--- config.mk ---
export PLATFORM = sky130hd
export DESIGN_NAME = edl_top
export DESIGN_NICKNAME = d
export VERILOG_FILES = /design/src/hw/edl_pkg.sv /design/src/hw/edl_top.sv
export SDC_FILE = /design/constraint.sdc
export NUM_CORES = 2
export LEC_CHECK = 0
export ABC_CLOCK_PERIOD_IN_PS = 10700
export BUFFER_PORTS_ARGS = -buffer_cell sky130_fd_sc_hd__buf_2
export CORE_MARGIN = 2
export CORE_UTILIZATION = 23
export CTS_BUF_LIST = sky130_fd_sc_hd__clkbuf_2 sky130_fd_sc_hd__clkbuf_4 sky130_fd_sc_hd__clkbuf_8
export CTS_CLUSTER_DIAMETER = 60
export DETAILED_ROUTE_END_ITERATION = 16
export GPL_TIMING_DRIVEN = 0
export SLEW_MARGIN = 20
export SYNTH_ARGS = -nofsm -noshare
export SYNTH_HDL_FRONTEND = slang
export SYNTH_SLANG_ARGS = --single-unit
--- constraint.sdc ---
create_clock -name i_clk -period 10.7 [get_ports i_clk]
set_input_delay 2.14 -clock i_clk [delete_from_list [all_inputs] [get_ports i_clk]]
set_output_delay 2.14 -clock i_clk [all_outputs]
set_load 0.005 [all_outputs]
--- src/hw/edl_pkg.sv ---
// package: types and constants of the error detect and log block
// Notes on behaviour
// RULE1 - check request/address parity on valid cpu requests; mismatch is fatal
// RULE2 - after request/address parity error still give a normal response
// RULE3 - unsupported request or size: log fatal, no response, no retry (code logs it as fatal for cpu requests only)
// RULE4 - time each deferred transaction; fatal error if no reply in time (code has one timer; a new start restarts it)
// RULE5 - cpu data parity error: log uncorrectable, poison and forward data
// RULE6 - machine check: log uncorrectable, forward to the other bus
// RULE7 - bus init: log, reset arbitration, never forward; software resets
// RULE8 - options bit 5 gates logging of machine check and bus init
// RULE9 - protocol violation: log fatal, answer with implicit writeback
// RULE10 - bus syndrome and failing address kept for the first error only
// RULE11 - illegal source or destination address: own flags, halt engine
// RULE12 - illegal or misaligned next descriptor: own flags, halt engine
// RULE13 - next descriptor error reported only after descriptor completes
// RULE14 - illegal or misaligned chain address: flag and halt
// RULE15 - command write with more than one bit set: flag and halt
// RULE16 - data parity error during descriptor transfer: flag and halt
// RULE17 - read or write that cannot complete: separate flags, halt
// RULE18 - bad control, length, completion address, interrupt setup: halt
// RULE19 - on dma error snapshot channel words into first or next log
// RULE20 - logged source and destination are the runtime addresses
// RULE21 - link protocol error: log header, severity bit, default fatal
// RULE22 - poisoned, unsupported, flow control: severity bits, header log
// RULE23 - fatal message: root port fatal state, first error pointer
// RULE24 - first log holds earliest error until cleared; later go to next
package edl_pkg;
   // ------------------------------------------------------------
   // timing
   // ------------------------------------------------------------
   localparam int          CLK_MHZ      = 40;
   localparam int          DEFER_TMO_NS = 10000;
   localparam int          DEFER_CYC    = DEFER_TMO_NS * CLK_MHZ / 1000;
   localparam logic [15:0] DEFER_LAST   = 16'(DEFER_CYC - 1);
   // ------------------------------------------------------------
   // register offsets
   // ------------------------------------------------------------
   localparam logic [7:0] A_OPT = 8'h00;
   localparam logic [7:0] A_BFF = 8'h04;
   localparam logic [7:0] A_BFN = 8'h08;
   localparam logic [7:0] A_BNF = 8'h0c;
   localparam logic [7:0] A_BNN = 8'h10;
   localparam logic [7:0] A_SYU = 8'h14;
   localparam logic [7:0] A_AHI = 8'h18;
   localparam logic [7:0] A_ALO = 8'h1c;
   localparam logic [7:0] A_SYR = 8'h20;
   localparam logic [7:0] A_CMD = 8'h24;
   localparam logic [7:0] A_CHN = 8'h28;
   localparam logic [7:0] A_DFE = 8'h2c;
   localparam logic [7:0] A_DNE = 8'h30;
   localparam logic [7:0] A_DST = 8'h34;
   localparam logic [7:0] A_SEV = 8'h38;
   localparam logic [7:0] A_UST = 8'h3c;
   localparam logic [7:0] A_AER = 8'h40;
   localparam logic [7:0] A_RPS = 8'h44;
   localparam logic [7:0] A_LFF = 8'h48;
   localparam logic [7:0] A_LFN = 8'h4c;
   localparam logic [7:0] A_LNF = 8'h50;
   localparam logic [7:0] A_LNN = 8'h54;
   localparam logic [7:0] A_HDR = 8'h58;
   localparam logic [2:0] A_SNF = 3'h3;
   localparam logic [2:0] A_SNN = 3'h4;
   // ------------------------------------------------------------
   // field positions and reset values
   // ------------------------------------------------------------
   localparam int OPT_PRST  = 0;
   localparam int OPT_LOG   = 5;
   localparam int BF_PAR    = 0;
   localparam int BF_UNSUP  = 1;
   localparam int BF_DEFER  = 2;
   localparam int BF_PROTO  = 3;
   localparam int BN_DPAR   = 0;
   localparam int BN_MC     = 1;
   localparam int BN_INIT   = 2;
   localparam int CMD_START = 0;
   localparam int CMD_STOP  = 2;
   localparam int CMD_RESET = 5;
   localparam int DE_SRC = 0;
   localparam int DE_DST = 1;
   localparam int DE_NXT = 2;
   localparam int DE_ALN = 3;
   localparam int DE_CHN = 4;
   localparam int DE_CMD = 5;
   localparam int DE_PAR = 6;
   localparam int DE_RD  = 8;
   localparam int DE_WR  = 9;
   localparam int DE_CTL = 10;
   localparam int DE_LEN = 11;
   localparam int DE_CMP = 12;
   localparam int DE_INT = 13;
   localparam int SN_NXT = 6;
   localparam logic [4:0]  LX_DLL  = 5'd4;
   localparam logic [4:0]  LX_FMSG = 5'd5;
   localparam logic [4:0]  LX_POIS = 5'd12;
   localparam logic [4:0]  LX_FC   = 5'd13;
   localparam logic [4:0]  LX_UR   = 5'd20;
   localparam logic [7:0]  RPS_FMSG = 8'h44;
   localparam logic [31:0] OPT_RST = 32'h0000_0000;
   localparam logic [31:0] SEV_RST = 32'h0000_2010;
   // ------------------------------------------------------------
   // types
   // ------------------------------------------------------------
   typedef enum logic [1:0] {RSP_NONE, RSP_NORMAL, RSP_IWB} edl_kind_t;
   typedef enum logic [2:0] {LE_DLL, LE_FMSG, LE_UR, LE_POIS, LE_FC}
      edl_lcode_t;
   typedef struct packed {
      logic        valid, cpu, par_err, unsup, proto;
      logic [15:0] syn;
      logic [39:0] addr;
   } edl_req_t;
   typedef struct packed {
      logic        valid, cpu, par_err;
      logic [31:0] data;
   } edl_data_t;
   typedef struct packed {
      logic      valid;
      edl_kind_t kind;
   } edl_rsp_t;
   typedef struct packed {
      logic        valid, poison;
      logic [31:0] data;
   } edl_fwd_t;
   typedef struct packed {
      logic src, dst, nxt, par, rd, wr, ctl, len, cmp, intr, chn, done;
   } edl_dma_ev_t;
   typedef struct packed {
      logic       valid;
      edl_lcode_t code;
      logic [31:0] hdr;
   } edl_link_ev_t;
   typedef logic [5:0][31:0] edl_snap_t;
   typedef struct packed {
      logic [31:0]      opt, bff, bfn, bnf, bnn, syn_u, ahi, alo, syn_r;
      logic [7:0]       cmd;
      logic [31:0]      chain, dfe, dne;
      logic             run, halt;
      logic [31:0]      sev, ust;
      logic [4:0]       ptr;
      logic [7:0]       rps;
      logic [31:0]      lff, lfn, lnf, lnn, hdr;
      logic [7:0][31:0] snf, snn;
      logic [15:0]      dcnt;
      logic             dact;
      logic [1:0]       mcp, mcf, ip;
      logic             arb, prst;
      edl_rsp_t         rsp;
      edl_fwd_t         fwd;
      logic [31:0]      rdata;
   } edl_st_t;
endpackage

--- src/hw/edl_top.sv ---
// module: error detection, classification and first/next logging
`timescale 1ns/1ps
`default_nettype none
module edl_top import edl_pkg::*; (
   input  wire logic         i_clk,
   input  wire logic         i_srst,
   input  wire logic [7:0]   i_addr,
   input  wire logic [31:0]  i_wdata,
   input  wire logic         i_wr,
   input  wire logic         i_rd,
   output logic [31:0]       o_rdata,
   input  wire edl_req_t     i_bus_req,
   input  wire edl_data_t    i_bus_data,
   input  wire logic         i_defer_start,
   input  wire logic         i_defer_reply,
   input  wire logic [1:0]   i_mcheck,
   input  wire logic [1:0]   i_bus_init,
   input  wire edl_dma_ev_t  i_dma_ev,
   input  wire edl_snap_t    i_dma_snap,
   input  wire edl_link_ev_t i_link_ev,
   output edl_rsp_t          o_bus_rsp,
   output edl_fwd_t          o_fwd,
   output logic [1:0]        o_mcheck_fwd,
   output logic              o_arb_reset,
   output logic              o_platform_reset,
   output logic              o_dma_run,
   output logic              o_dma_halted
);
   // ------------------------------------------------------------
   // helpers
   // ------------------------------------------------------------
   function automatic logic [63:0] log_upd(input logic [31:0] f,
                                           input logic [31:0] n,
                                           input logic [31:0] e);
      if (f == '0)
         return {e, n};
      return {f, n | e};
   endfunction

   function automatic logic [4:0] link_idx(input edl_lcode_t c);
      case (c)
         LE_DLL:  return LX_DLL;
         LE_FMSG: return LX_FMSG;
         LE_UR:   return LX_UR;
         LE_POIS: return LX_POIS;
         default: return LX_FC;
      endcase
   endfunction

   edl_st_t          q;
   edl_st_t          d;
   logic [31:0]      bfe;
   logic [31:0]      bne;
   logic [31:0]      dev;
   logic [31:0]      lev;
   logic [31:0]      rd;
   logic [7:0][31:0] snap;
   logic [4:0]       idx;
   logic             cmderr;
   logic             fat;
   logic             mrise;
   logic             irise;

   // ------------------------------------------------------------
   // next state
   // ------------------------------------------------------------
   always_comb begin
      d        = q;
      d.rsp    = '0;
      d.arb    = 1'b0;
      d.prst   = 1'b0;
      bfe      = '0;
      bne      = '0;
      dev      = '0;
      lev      = '0;
      rd       = '0;
      idx      = '0;
      cmderr   = 1'b0;
      fat      = 1'b0;
      snap[0]  = {30'h0, q.halt, q.run};
      snap[1]  = {24'h0, q.cmd};
      snap[7:2] = i_dma_snap; // RULE20
      // register writes
      if (i_wr) begin
         case (i_addr)
            A_OPT: begin
               d.opt  = i_wdata & ~(32'h1 << OPT_PRST);
               d.prst = i_wdata[OPT_PRST]; // RULE7
            end
            A_BFF: d.bff = q.bff & ~i_wdata;
            A_BFN: d.bfn = q.bfn & ~i_wdata;
            A_BNF: d.bnf = q.bnf & ~i_wdata;
            A_BNN: d.bnn = q.bnn & ~i_wdata;
            A_CMD: begin
               d.cmd = i_wdata[7:0];
               if ($countones(i_wdata[7:0]) > 1)
                  cmderr = 1'b1; // RULE15
               else if (i_wdata[CMD_RESET]) begin
                  d.halt = 1'b0;
                  d.run  = 1'b0;
               end else if (i_wdata[CMD_START])
                  d.run = !q.halt;
               else if (i_wdata[CMD_STOP])
                  d.run = 1'b0;
            end
            A_CHN: begin
               d.chain     = i_wdata;
               dev[DE_CHN] = i_wdata[5:0] != 6'h0; // RULE14
            end
            A_DFE: d.dfe = q.dfe & ~i_wdata;
            A_DNE: d.dne = q.dne & ~i_wdata;
            A_SEV: d.sev = i_wdata;
            A_UST: d.ust = q.ust & ~i_wdata;
            A_RPS: d.rps = q.rps & ~i_wdata[7:0];
            A_LFF: d.lff = q.lff & ~i_wdata;
            A_LFN: d.lfn = q.lfn & ~i_wdata;
            A_LNF: d.lnf = q.lnf & ~i_wdata;
            A_LNN: d.lnn = q.lnn & ~i_wdata;
            default: ;
         endcase
      end
      // ------------------------------------------------------------
      // processor bus
      // ------------------------------------------------------------
      if (i_bus_req.valid) begin
         d.rsp.valid = !i_bus_req.unsup; // RULE3
         if (i_bus_req.unsup)
            d.rsp.kind = RSP_NONE;
         else if (i_bus_req.proto)
            d.rsp.kind = RSP_IWB; // RULE9
         else
            d.rsp.kind = RSP_NORMAL; // RULE2
         if (i_bus_req.cpu) begin
            bfe[BF_PAR]   = i_bus_req.par_err; // RULE1
            bfe[BF_UNSUP] = i_bus_req.unsup; // RULE3
         end
         bfe[BF_PROTO] = i_bus_req.proto; // RULE9
      end
      if (i_defer_start) begin
         d.dact = 1'b1;
         d.dcnt = '0;
      end else if (i_defer_reply)
         d.dact = 1'b0;
      else if (q.dact) begin
         if (q.dcnt == DEFER_LAST) begin
            bfe[BF_DEFER] = 1'b1; // RULE4
            d.dact        = 1'b0;
         end else
            d.dcnt = q.dcnt + 16'h1;
      end
      d.fwd.valid  = i_bus_data.valid;
      d.fwd.data   = i_bus_data.data;
      d.fwd.poison = i_bus_data.valid & i_bus_data.cpu
                     & i_bus_data.par_err; // RULE5
      bne[BN_DPAR] = d.fwd.poison; // RULE5
      d.mcp        = i_mcheck;
      d.ip         = i_bus_init;
      d.mcf        = {i_mcheck[0], i_mcheck[1]}; // RULE6
      mrise        = |(i_mcheck & ~q.mcp);
      irise        = |(i_bus_init & ~q.ip);
      d.arb        = irise; // RULE7
      bne[BN_MC]   = mrise & q.opt[OPT_LOG]; // RULE8
      bne[BN_INIT] = irise & q.opt[OPT_LOG]; // RULE8
      if (d.bff == '0 && bfe != '0) begin
         d.syn_u = {12'h0, bfe[3:0], i_bus_req.syn}; // RULE10
         if (bfe[BF_PAR] | bfe[BF_PROTO]) begin
            d.ahi = {24'h0, i_bus_req.addr[39:32]}; // RULE10
            d.alo = i_bus_req.addr[31:0];
         end
      end
      if (d.bnf == '0 && bne[BN_DPAR])
         d.syn_r = i_bus_data.data; // RULE10
      {d.bff, d.bfn} = log_upd(d.bff, d.bfn, bfe); // RULE24
      {d.bnf, d.bnn} = log_upd(d.bnf, d.bnn, bne); // RULE24
      // ------------------------------------------------------------
      // dma channel
      // ------------------------------------------------------------
      dev[DE_SRC] = i_dma_ev.src; // RULE11
      dev[DE_DST] = i_dma_ev.dst; // RULE11
      dev[DE_NXT] = i_dma_ev.done & i_dma_ev.nxt; // RULE12 RULE13
      dev[DE_ALN] = i_dma_ev.done
                    & (snap[SN_NXT][5:0] != 6'h0); // RULE12 RULE13
      dev[DE_CHN] = dev[DE_CHN] | i_dma_ev.chn; // RULE14
      dev[DE_CMD] = cmderr; // RULE15
      dev[DE_PAR] = i_dma_ev.par; // RULE16
      dev[DE_RD]  = i_dma_ev.rd; // RULE17
      dev[DE_WR]  = i_dma_ev.wr; // RULE17
      dev[DE_CTL] = i_dma_ev.ctl; // RULE18
      dev[DE_LEN] = i_dma_ev.len; // RULE18
      dev[DE_CMP] = i_dma_ev.cmp; // RULE18
      dev[DE_INT] = i_dma_ev.intr; // RULE18
      if (dev != '0) begin
         d.halt = 1'b1; // RULE11
         d.run  = 1'b0;
         if (d.dfe == '0)
            d.snf = snap; // RULE19
         else if (d.dne == '0)
            d.snn = snap; // RULE19
      end
      {d.dfe, d.dne} = log_upd(d.dfe, d.dne, dev); // RULE24
      // ------------------------------------------------------------
      // link root port
      // ------------------------------------------------------------
      if (i_link_ev.valid) begin
         idx = link_idx(i_link_ev.code);
         lev = 32'h1 << idx;
         fat = (i_link_ev.code == LE_FMSG) | q.sev[idx]; // RULE21 RULE22
         if (d.ust == '0)
            d.ptr = idx; // RULE23
         d.ust = d.ust | lev;
         if (i_link_ev.code == LE_FMSG)
            d.rps = d.rps | RPS_FMSG; // RULE23
         if (d.lff == '0 && d.lnf == '0)
            d.hdr = i_link_ev.hdr; // RULE21 RULE22
      end
      {d.lff, d.lfn} = log_upd(d.lff, d.lfn, fat ? lev : '0); // RULE24
      {d.lnf, d.lnn} = log_upd(d.lnf, d.lnn, fat ? '0 : lev);
      // ------------------------------------------------------------
      // register reads
      // ------------------------------------------------------------
      if (i_rd) begin
         case (i_addr)
            A_OPT: rd = q.opt;
            A_BFF: rd = q.bff;
            A_BFN: rd = q.bfn;
            A_BNF: rd = q.bnf;
            A_BNN: rd = q.bnn;
            A_SYU: rd = q.syn_u;
            A_AHI: rd = q.ahi;
            A_ALO: rd = q.alo;
            A_SYR: rd = q.syn_r;
            A_CMD: rd = {24'h0, q.cmd};
            A_CHN: rd = q.chain;
            A_DFE: rd = q.dfe;
            A_DNE: rd = q.dne;
            A_DST: rd = {30'h0, q.halt, q.run};
            A_SEV: rd = q.sev;
            A_UST: rd = q.ust;
            A_AER: rd = {27'h0, q.ptr};
            A_RPS: rd = {24'h0, q.rps};
            A_LFF: rd = q.lff;
            A_LFN: rd = q.lfn;
            A_LNF: rd = q.lnf;
            A_LNN: rd = q.lnn;
            A_HDR: rd = q.hdr;
            default: begin
               if (i_addr[7:5] == A_SNF)
                  rd = q.snf[i_addr[4:2]];
               else if (i_addr[7:5] == A_SNN)
                  rd = q.snn[i_addr[4:2]];
            end
         endcase
      end
      d.rdata = rd;
   end

   always_ff @(posedge i_clk) begin
      if (i_srst) begin
         q     <= '0;
         q.opt <= OPT_RST;
         q.sev <= SEV_RST;
      end else
         q <= d;
   end

   // ------------------------------------------------------------
   // outputs
   // ------------------------------------------------------------
   assign o_rdata          = q.rdata;
   assign o_bus_rsp        = q.rsp;
   assign o_fwd            = q.fwd;
   assign o_mcheck_fwd     = q.mcf;
   assign o_arb_reset      = q.arb;
   assign o_platform_reset = q.prst;
   assign o_dma_run        = q.run;
   assign o_dma_halted     = q.halt;
endmodule // edl_top
`default_nettype wire

==> Yosys cells after proc, flatten, opt, wreduce, memory -nomap -nowiden <==
Index checks and enable logic that the tools add are counted.
{ "classes": {"order_cmp": 3, "add_sub_neg": 8, "div_mod_pow": 0, "eq_ne": 29, "shifts": 1, "multipliers": 0, "reduce_logical": 42, "bitwise": 41, "mux": 74} }
{ "op_table": {"columns": ["op", "count"], "rows": [
  ["$pmux 32 s23", 1],
  ["$mux 64", 10],
  ["$mux 32", 19],
  ["$and 32x32->32", 11],
  ["$logic_not 32->1", 7],
  ["$bmux 32 s3", 2],
  ["$mux 136", 1],
  ["$mux 130", 1],
  ["$mux 128", 1],
  ["$or 32x32->32", 3],
  ["$eq 8x6->1 const B", 8],
  ["$eq 8x7->1 const B", 7],
  ["$mux 45", 1],
  ["$eq 8x5->1 const B", 4],
  ["$not 32->32", 1],
  ["$or 32x14->32", 1],
  ["$or 32x3->32", 1],
  ["$or 32x4->32", 1],
  ["$shl 1x5->32 const A", 1],
  ["$mux 1", 25],
  ["$pmux 5 s4", 1],
  ["$mux 17", 1],
  ["$add 16x1->16 const B", 1],
  ["$eq 16x9->1 const B", 1],
  ["other kinds (39)", 88]
]} }
{ "totals": {"reg_bits": 1092, "latchBits": 0, "ram_bits": 0, "out_inout_bits": 75, "n_memories": 0, "mem_bits_ro": 0, "wordCells": 251, "input_bits": 386} }

==> Longest topological paths before layout <==
{ "logic_depth": {"depth_word": 10, "ltp_mapped": 17, "ltp_nobuf": 15} }

==> Least setup slack after synthesis <==
OpenSTA, ideal clock, no wires.
{ "synth_timing": {"path_kind": "input -> register", "startpoint": "input port i_wdata[0]", "endpoint": "register q[414] (netlist name)", "required_ns": 10.572, "path_stages": 17, "setup_ns": 0.128, "arrival_time_ns": 5.903, "path_slack_ns": 4.670, "path_buffers": 2, "path_cell_list": "fa_1 -> inv_1 -> fa_1 -> fa_1 -> inv_1 -> ha_1 -> inv_1 -> fa_1 -> nor2b_1 -> a21oi_1 -> o21ba_2 -> or2_2 -> nand4_1 -> clkbuf_1 -> buf_2 -> mux2i_1 -> nor2_1"} }
{ "synth_via": {"elab_chain_len": 9, "word_cells_on_any_way": 18, "cone_classes": "add/sub: 3; order compare: 1; mux: 7; bitwise: 3; reduce/logical: 4"} }
{ "synth_lines": {"columns": ["item", "line", "text"], "rows": [
  ["start, declared", "edl_top.sv:8", "input wire logic [31:0] i_wdata,"],
  ["$add 1x1->2 (not written as such)", "edl_top.sv:96", "if ($countones(i_wdata[7:0]) > 1)"],
  ["$add 2x2->3 (not written as such)", "edl_top.sv:96", null],
  ["$add 3x3->4 (not written as such)", "edl_top.sv:96", null],
  ["$gt 4x1->1", "edl_top.sv:96", null],
  ["$mux 1", "edl_top.sv:96", null],
  ["$mux 1", "edl_top.sv:85", "case (i_addr)"],
  ["$mux 1", "edl_top.sv:84", "if (i_wr) begin"],
  ["$reduce_bool 13->1", "edl_top.sv:192", "if (dev != '0) begin"],
  ["$reduce_and 2->1 (no line) (*)", null, null],
  ["end, declared", "edl_top.sv:50", "edl_st_t q;"]
]} }
Every way passes the cells marked *; elsewhere a longest branch is shown, timed or not. The select of a mux whose other input is x is not followed.
A chain may end at the register's enable or synchronous reset.

==> Worst setup path after layout <==
{ "layout_timing": {"startpoint": "input port i_addr[2]", "endpoint": "register q, in the netlist o_rdata[5]"} }
{ "layout_via": {"elab_chain_len": 5, "word_cells_on_any_way": 30, "cone_classes": "eq/ne: 22; mux: 7; reduce/logical: 1"} }
{ "layout_lines": {"columns": ["item", "line", "text"], "rows": [
  ["start, declared", "edl_top.sv:7", "input wire logic [7:0] i_addr,"],
  ["$bmux 32 s3", "edl_top.sv:250", "rd = q.snn[i_addr[4:2]];"],
  ["$mux 32 (not written as such)", "edl_top.sv:250", null],
  ["$mux 32", "edl_top.sv:249", "else if (i_addr[7:5] == A_SNN)"],
  ["$mux 32", "edl_top.sv:247", "if (i_addr[7:5] == A_SNF)"],
  ["$pmux 32 s23 (*)", "edl_top.sv:222", "case (i_addr)"]
]} }
Marked as above.

==> flow_metrics.env <==
export IMPL_worstPathCellList="buf_2 -> nand4bb_1 -> clkbuf_1 -> clkbuf_1 -> clkbuf_1 -> buf_2 -> buf_2 -> nor2_1 -> clkbuf_1 -> a222oi_1 -> nand2_1 -> nor3_1 -> a21oi_1"
export IMPL_wl_um=294000
export IMPL_p_leak_uw=0.0220
export IMPL_core_area_um2=199000
export IMPL_grt_pass1_vias=44194
export IMPL_drv_cap=0
export IMPL_synthTopCellsByArea="dfxtp_1 (47%), mux2i_1 (7.7%), nor2_1 (5.7%), a21oi_1 (5.0%), a22oi_1 (3.6%)"
export IMPL_ys_warn_count=0
export IMPL_gr_total_overflow=0
export IMPL_holdCritPathClass="register to register"
export IMPL_die_w_um=452
export IMPL_finalHoldViolations=0
export IMPL_cp_max_fo=10
export IMPL_drive_above_1_share_pct=19.9
export IMPL_final_setup_tns_ns=0
export IMPL_tightest_slew_ns=1.38
export IMPL_syn_avg_cell_area_um2=8.93
export IMPL_cts_num_sinks=1089
export IMPL_fin_skew_ns=0.0668
export IMPL_fin_nets=6233
export IMPL_endpoint_kind="register"
export IMPL_synth_seq_cells=1089
export IMPL_grt_pass1_wl_um=387000
export IMPL_cts_max_level=4
export IMPL_start_util_pct=23.1
export IMPL_cts_buffer_depth=3
export IMPL_clock_latency_ns=1.03
export IMPL_dpl_hpwl_um=232000
export IMPL_synth_edf_count=0
export IMPL_track_usage_pct=27.8
export IMPL_synth_fp_nets=5556
export IMPL_crit_path_frequent_cell="clkbuf_1"
export IMPL_yosys_area_top_type_share_pct=47.3
export IMPL_slew_headroom_pct=6.87
export IMPL_ir_drop_mv=0.168
export IMPL_path_delay_family="buffers and inverters"
export IMPL_power_density_nw_per_um2=240
export IMPL_cts_root_buf="clkbuf_8"
export IMPL_cts_buffers=205
export IMPL_drc=0
export IMPL_port_buffers=457
export IMPL_firstDrtPassIters=9
export IMPL_fin_crit_ns=7.33
export IMPL_die_y_um=452
export IMPL_syn2layout_area_growth_pct=23.3
export IMPL_first_iter_violations=7117
export IMPL_cts_tree="built"
export IMPL_cts_setup_buffers=0
export IMPL_holdBufCountCts=0
export IMPL_fmax_mhz=136
export IMPL_setup_viol=0
export IMPL_rows=164
export IMPL_num_vias=47083
export IMPL_seq_area_frac_synth_pct=47.3
export IMPL_synth_top_area_cell="dfxtp_1"
export IMPL_yosysMostFrequentCell="dfxtp_1"
export IMPL_synth_cell_type_count=64
export IMPL_rsz0062_at_grt="false"
export IMPL_synth_commonest_cells="dfxtp_1 (1089), nor2_1 (703), a21oi_1 (457), nand2_1 (367), mux2i_1 (354)"
export IMPL_worstPathArrival_ns=8.04
export IMPL_required_ns=11.41
export IMPL_clkTransAtPathRegs_ns=0.06
export IMPL_synth_ff_type="dfxtp_1"
export IMPL_status="completed"
export IMPL_ctsResizeCount=0
export IMPL_period_share_pct=68.5
export IMPL_grt_start_max_net_pins=18
export IMPL_slowest_delay_ns=1.04
export IMPL_cp_buffers_inverters=7
export IMPL_finalMaxSlewViolations=0
export IMPL_power_uw=13600
export IMPL_antenna_found_initial=104
export IMPL_gp_congestion=1.05
export IMPL_ant_nets=0
export IMPL_critical_path_class="input port to register"
export IMPL_io_pins=461
export IMPL_syn_inst=5161
export IMPL_async_flop_share_pct=0
export IMPL_cp_start_kind="input port"
export IMPL_wl_per_cell_um=33.8
export IMPL_die_area_um2=204000
export IMPL_synth_area_um2=46100
export IMPL_via_per_inst=5.41
export IMPL_slowest_stage="a222oi_1"
-- worst reg2reg max path: stages, from the launching register on --
cell	delay [ns]
dfxtp_1	0.33
o31ai_2	0.23
nand4_1	0.64
nor4_1	0.47
nand4_1	0.57
clkbuf_1	0.62
buf_2	0.43
mux2i_1	0.20
nor2_1	0.05
-- sequential cells by signal, indices dropped and copies added (netlist names) --
signal and count:
o_dma_halted 1, o_fwd 34, o_arb_reset 1, o_bus_rsp 3
o_rdata 32, o_platform_reset 1, o_mcheck_fwd 1, o_dma_run 1
q 1015
-- worst paths after layout --
check	from	endpoint	slack (ns)	depth (start not counted)
setup / recovery	i_addr[2]	o_rdata[5]$_SDFF_PP0_	3.37	13
hold / removal	q[1212]$_SDFFE_PP0P_	q[1212]$_SDFFE_PP0P_	0.46	2
hold reg to reg	q[1212]$_SDFFE_PP0P_	q[1212]$_SDFFE_PP0P_	0.46	2
setup reg to reg	q[877]$_SDFF_PP0_	q[504]$_SDFFE_PP0P_	7.00	8
-- metrics by stage --
stage          hold WS [ns]  worst slack [ns]  utilization (%)  cell area (um^2)  instances
2_1_floorplan         0.427              4.67                -             46100       5161
3_3_place_gp          0.438              2.33             25.9             51700       8274
3_5_place_dp          0.444              2.91             26.0             51900       8284
4_1_cts               0.453              4.00             28.4             56700       8663
5_1_grt               0.474              3.56             28.5             56800       8687
6_report              0.458              3.37             28.5             56800       8703
-- per-layer routing --
metal,global-route usage [%],routed length (um)
met2,43.8,131000
met1,33.2,112000
met5,0,297
met3,6.96,27800
met4,19.2,22700
-- cells in the final DEF (no fill, tap or decap), drive strengths merged, types with 5 or more instances in the layout --
master / n
a21oi: 457
a222oi: 42
a22o: 18
a22oi: 223
a31oi: 18
and3: 8
buf: 687
bufinv: 7
clkbuf: 664
clkinv: 34
dfxtp: 1089
diode: 37
ha: 5
inv: 36
mux2: 13
mux2i: 354
mux4: 68
nand2: 367
nand2b: 10
nand3: 253
nand3b: 5
nand4: 98
nor2: 703
nor2b: 41
nor3: 32
nor3b: 123
nor4: 25
nor4bb: 10
o2111ai: 8
o21a: 7
o21ai: 294
o22ai: 21
o31ai: 209
or3: 9
or4: 7
or4b: 5
xor2: 12
-- power breakdown --
part	total [uW]	switching (uW)	leakage, uW	internal (uW)
logic	4030	2630	0.0107	1410
clock network	4700	2070	0.00251	2630
registers	4890	344	0.00883	4540
total	13600	5040	0.0220	8580
-- area by class of cell --
cell class              instances  area, um^2
flip-flops and latches       1089       21800
well taps                    2656        3320
multi-input cells            3491       21800
fillers                     21454      143000
repair buffers                470        2410
clock inverters                55         623
diodes                         37        92.6
plain buffers                 557        2610
clock buffers                 324        4090
inverters                      24        90.1
-- cell families after synthesis --
logic type	share of synthesized area, %
AND/OR/NAND/NOR	17.3
AO/OA/AOI/OAI	17.7
flip-flops	47.3
buffers and inverters	5.75
multiplexers	11.3
XOR/XNOR	0.285
adder cells (fa/ha/maj)	0.310
(Power assumes the default switching activity.)
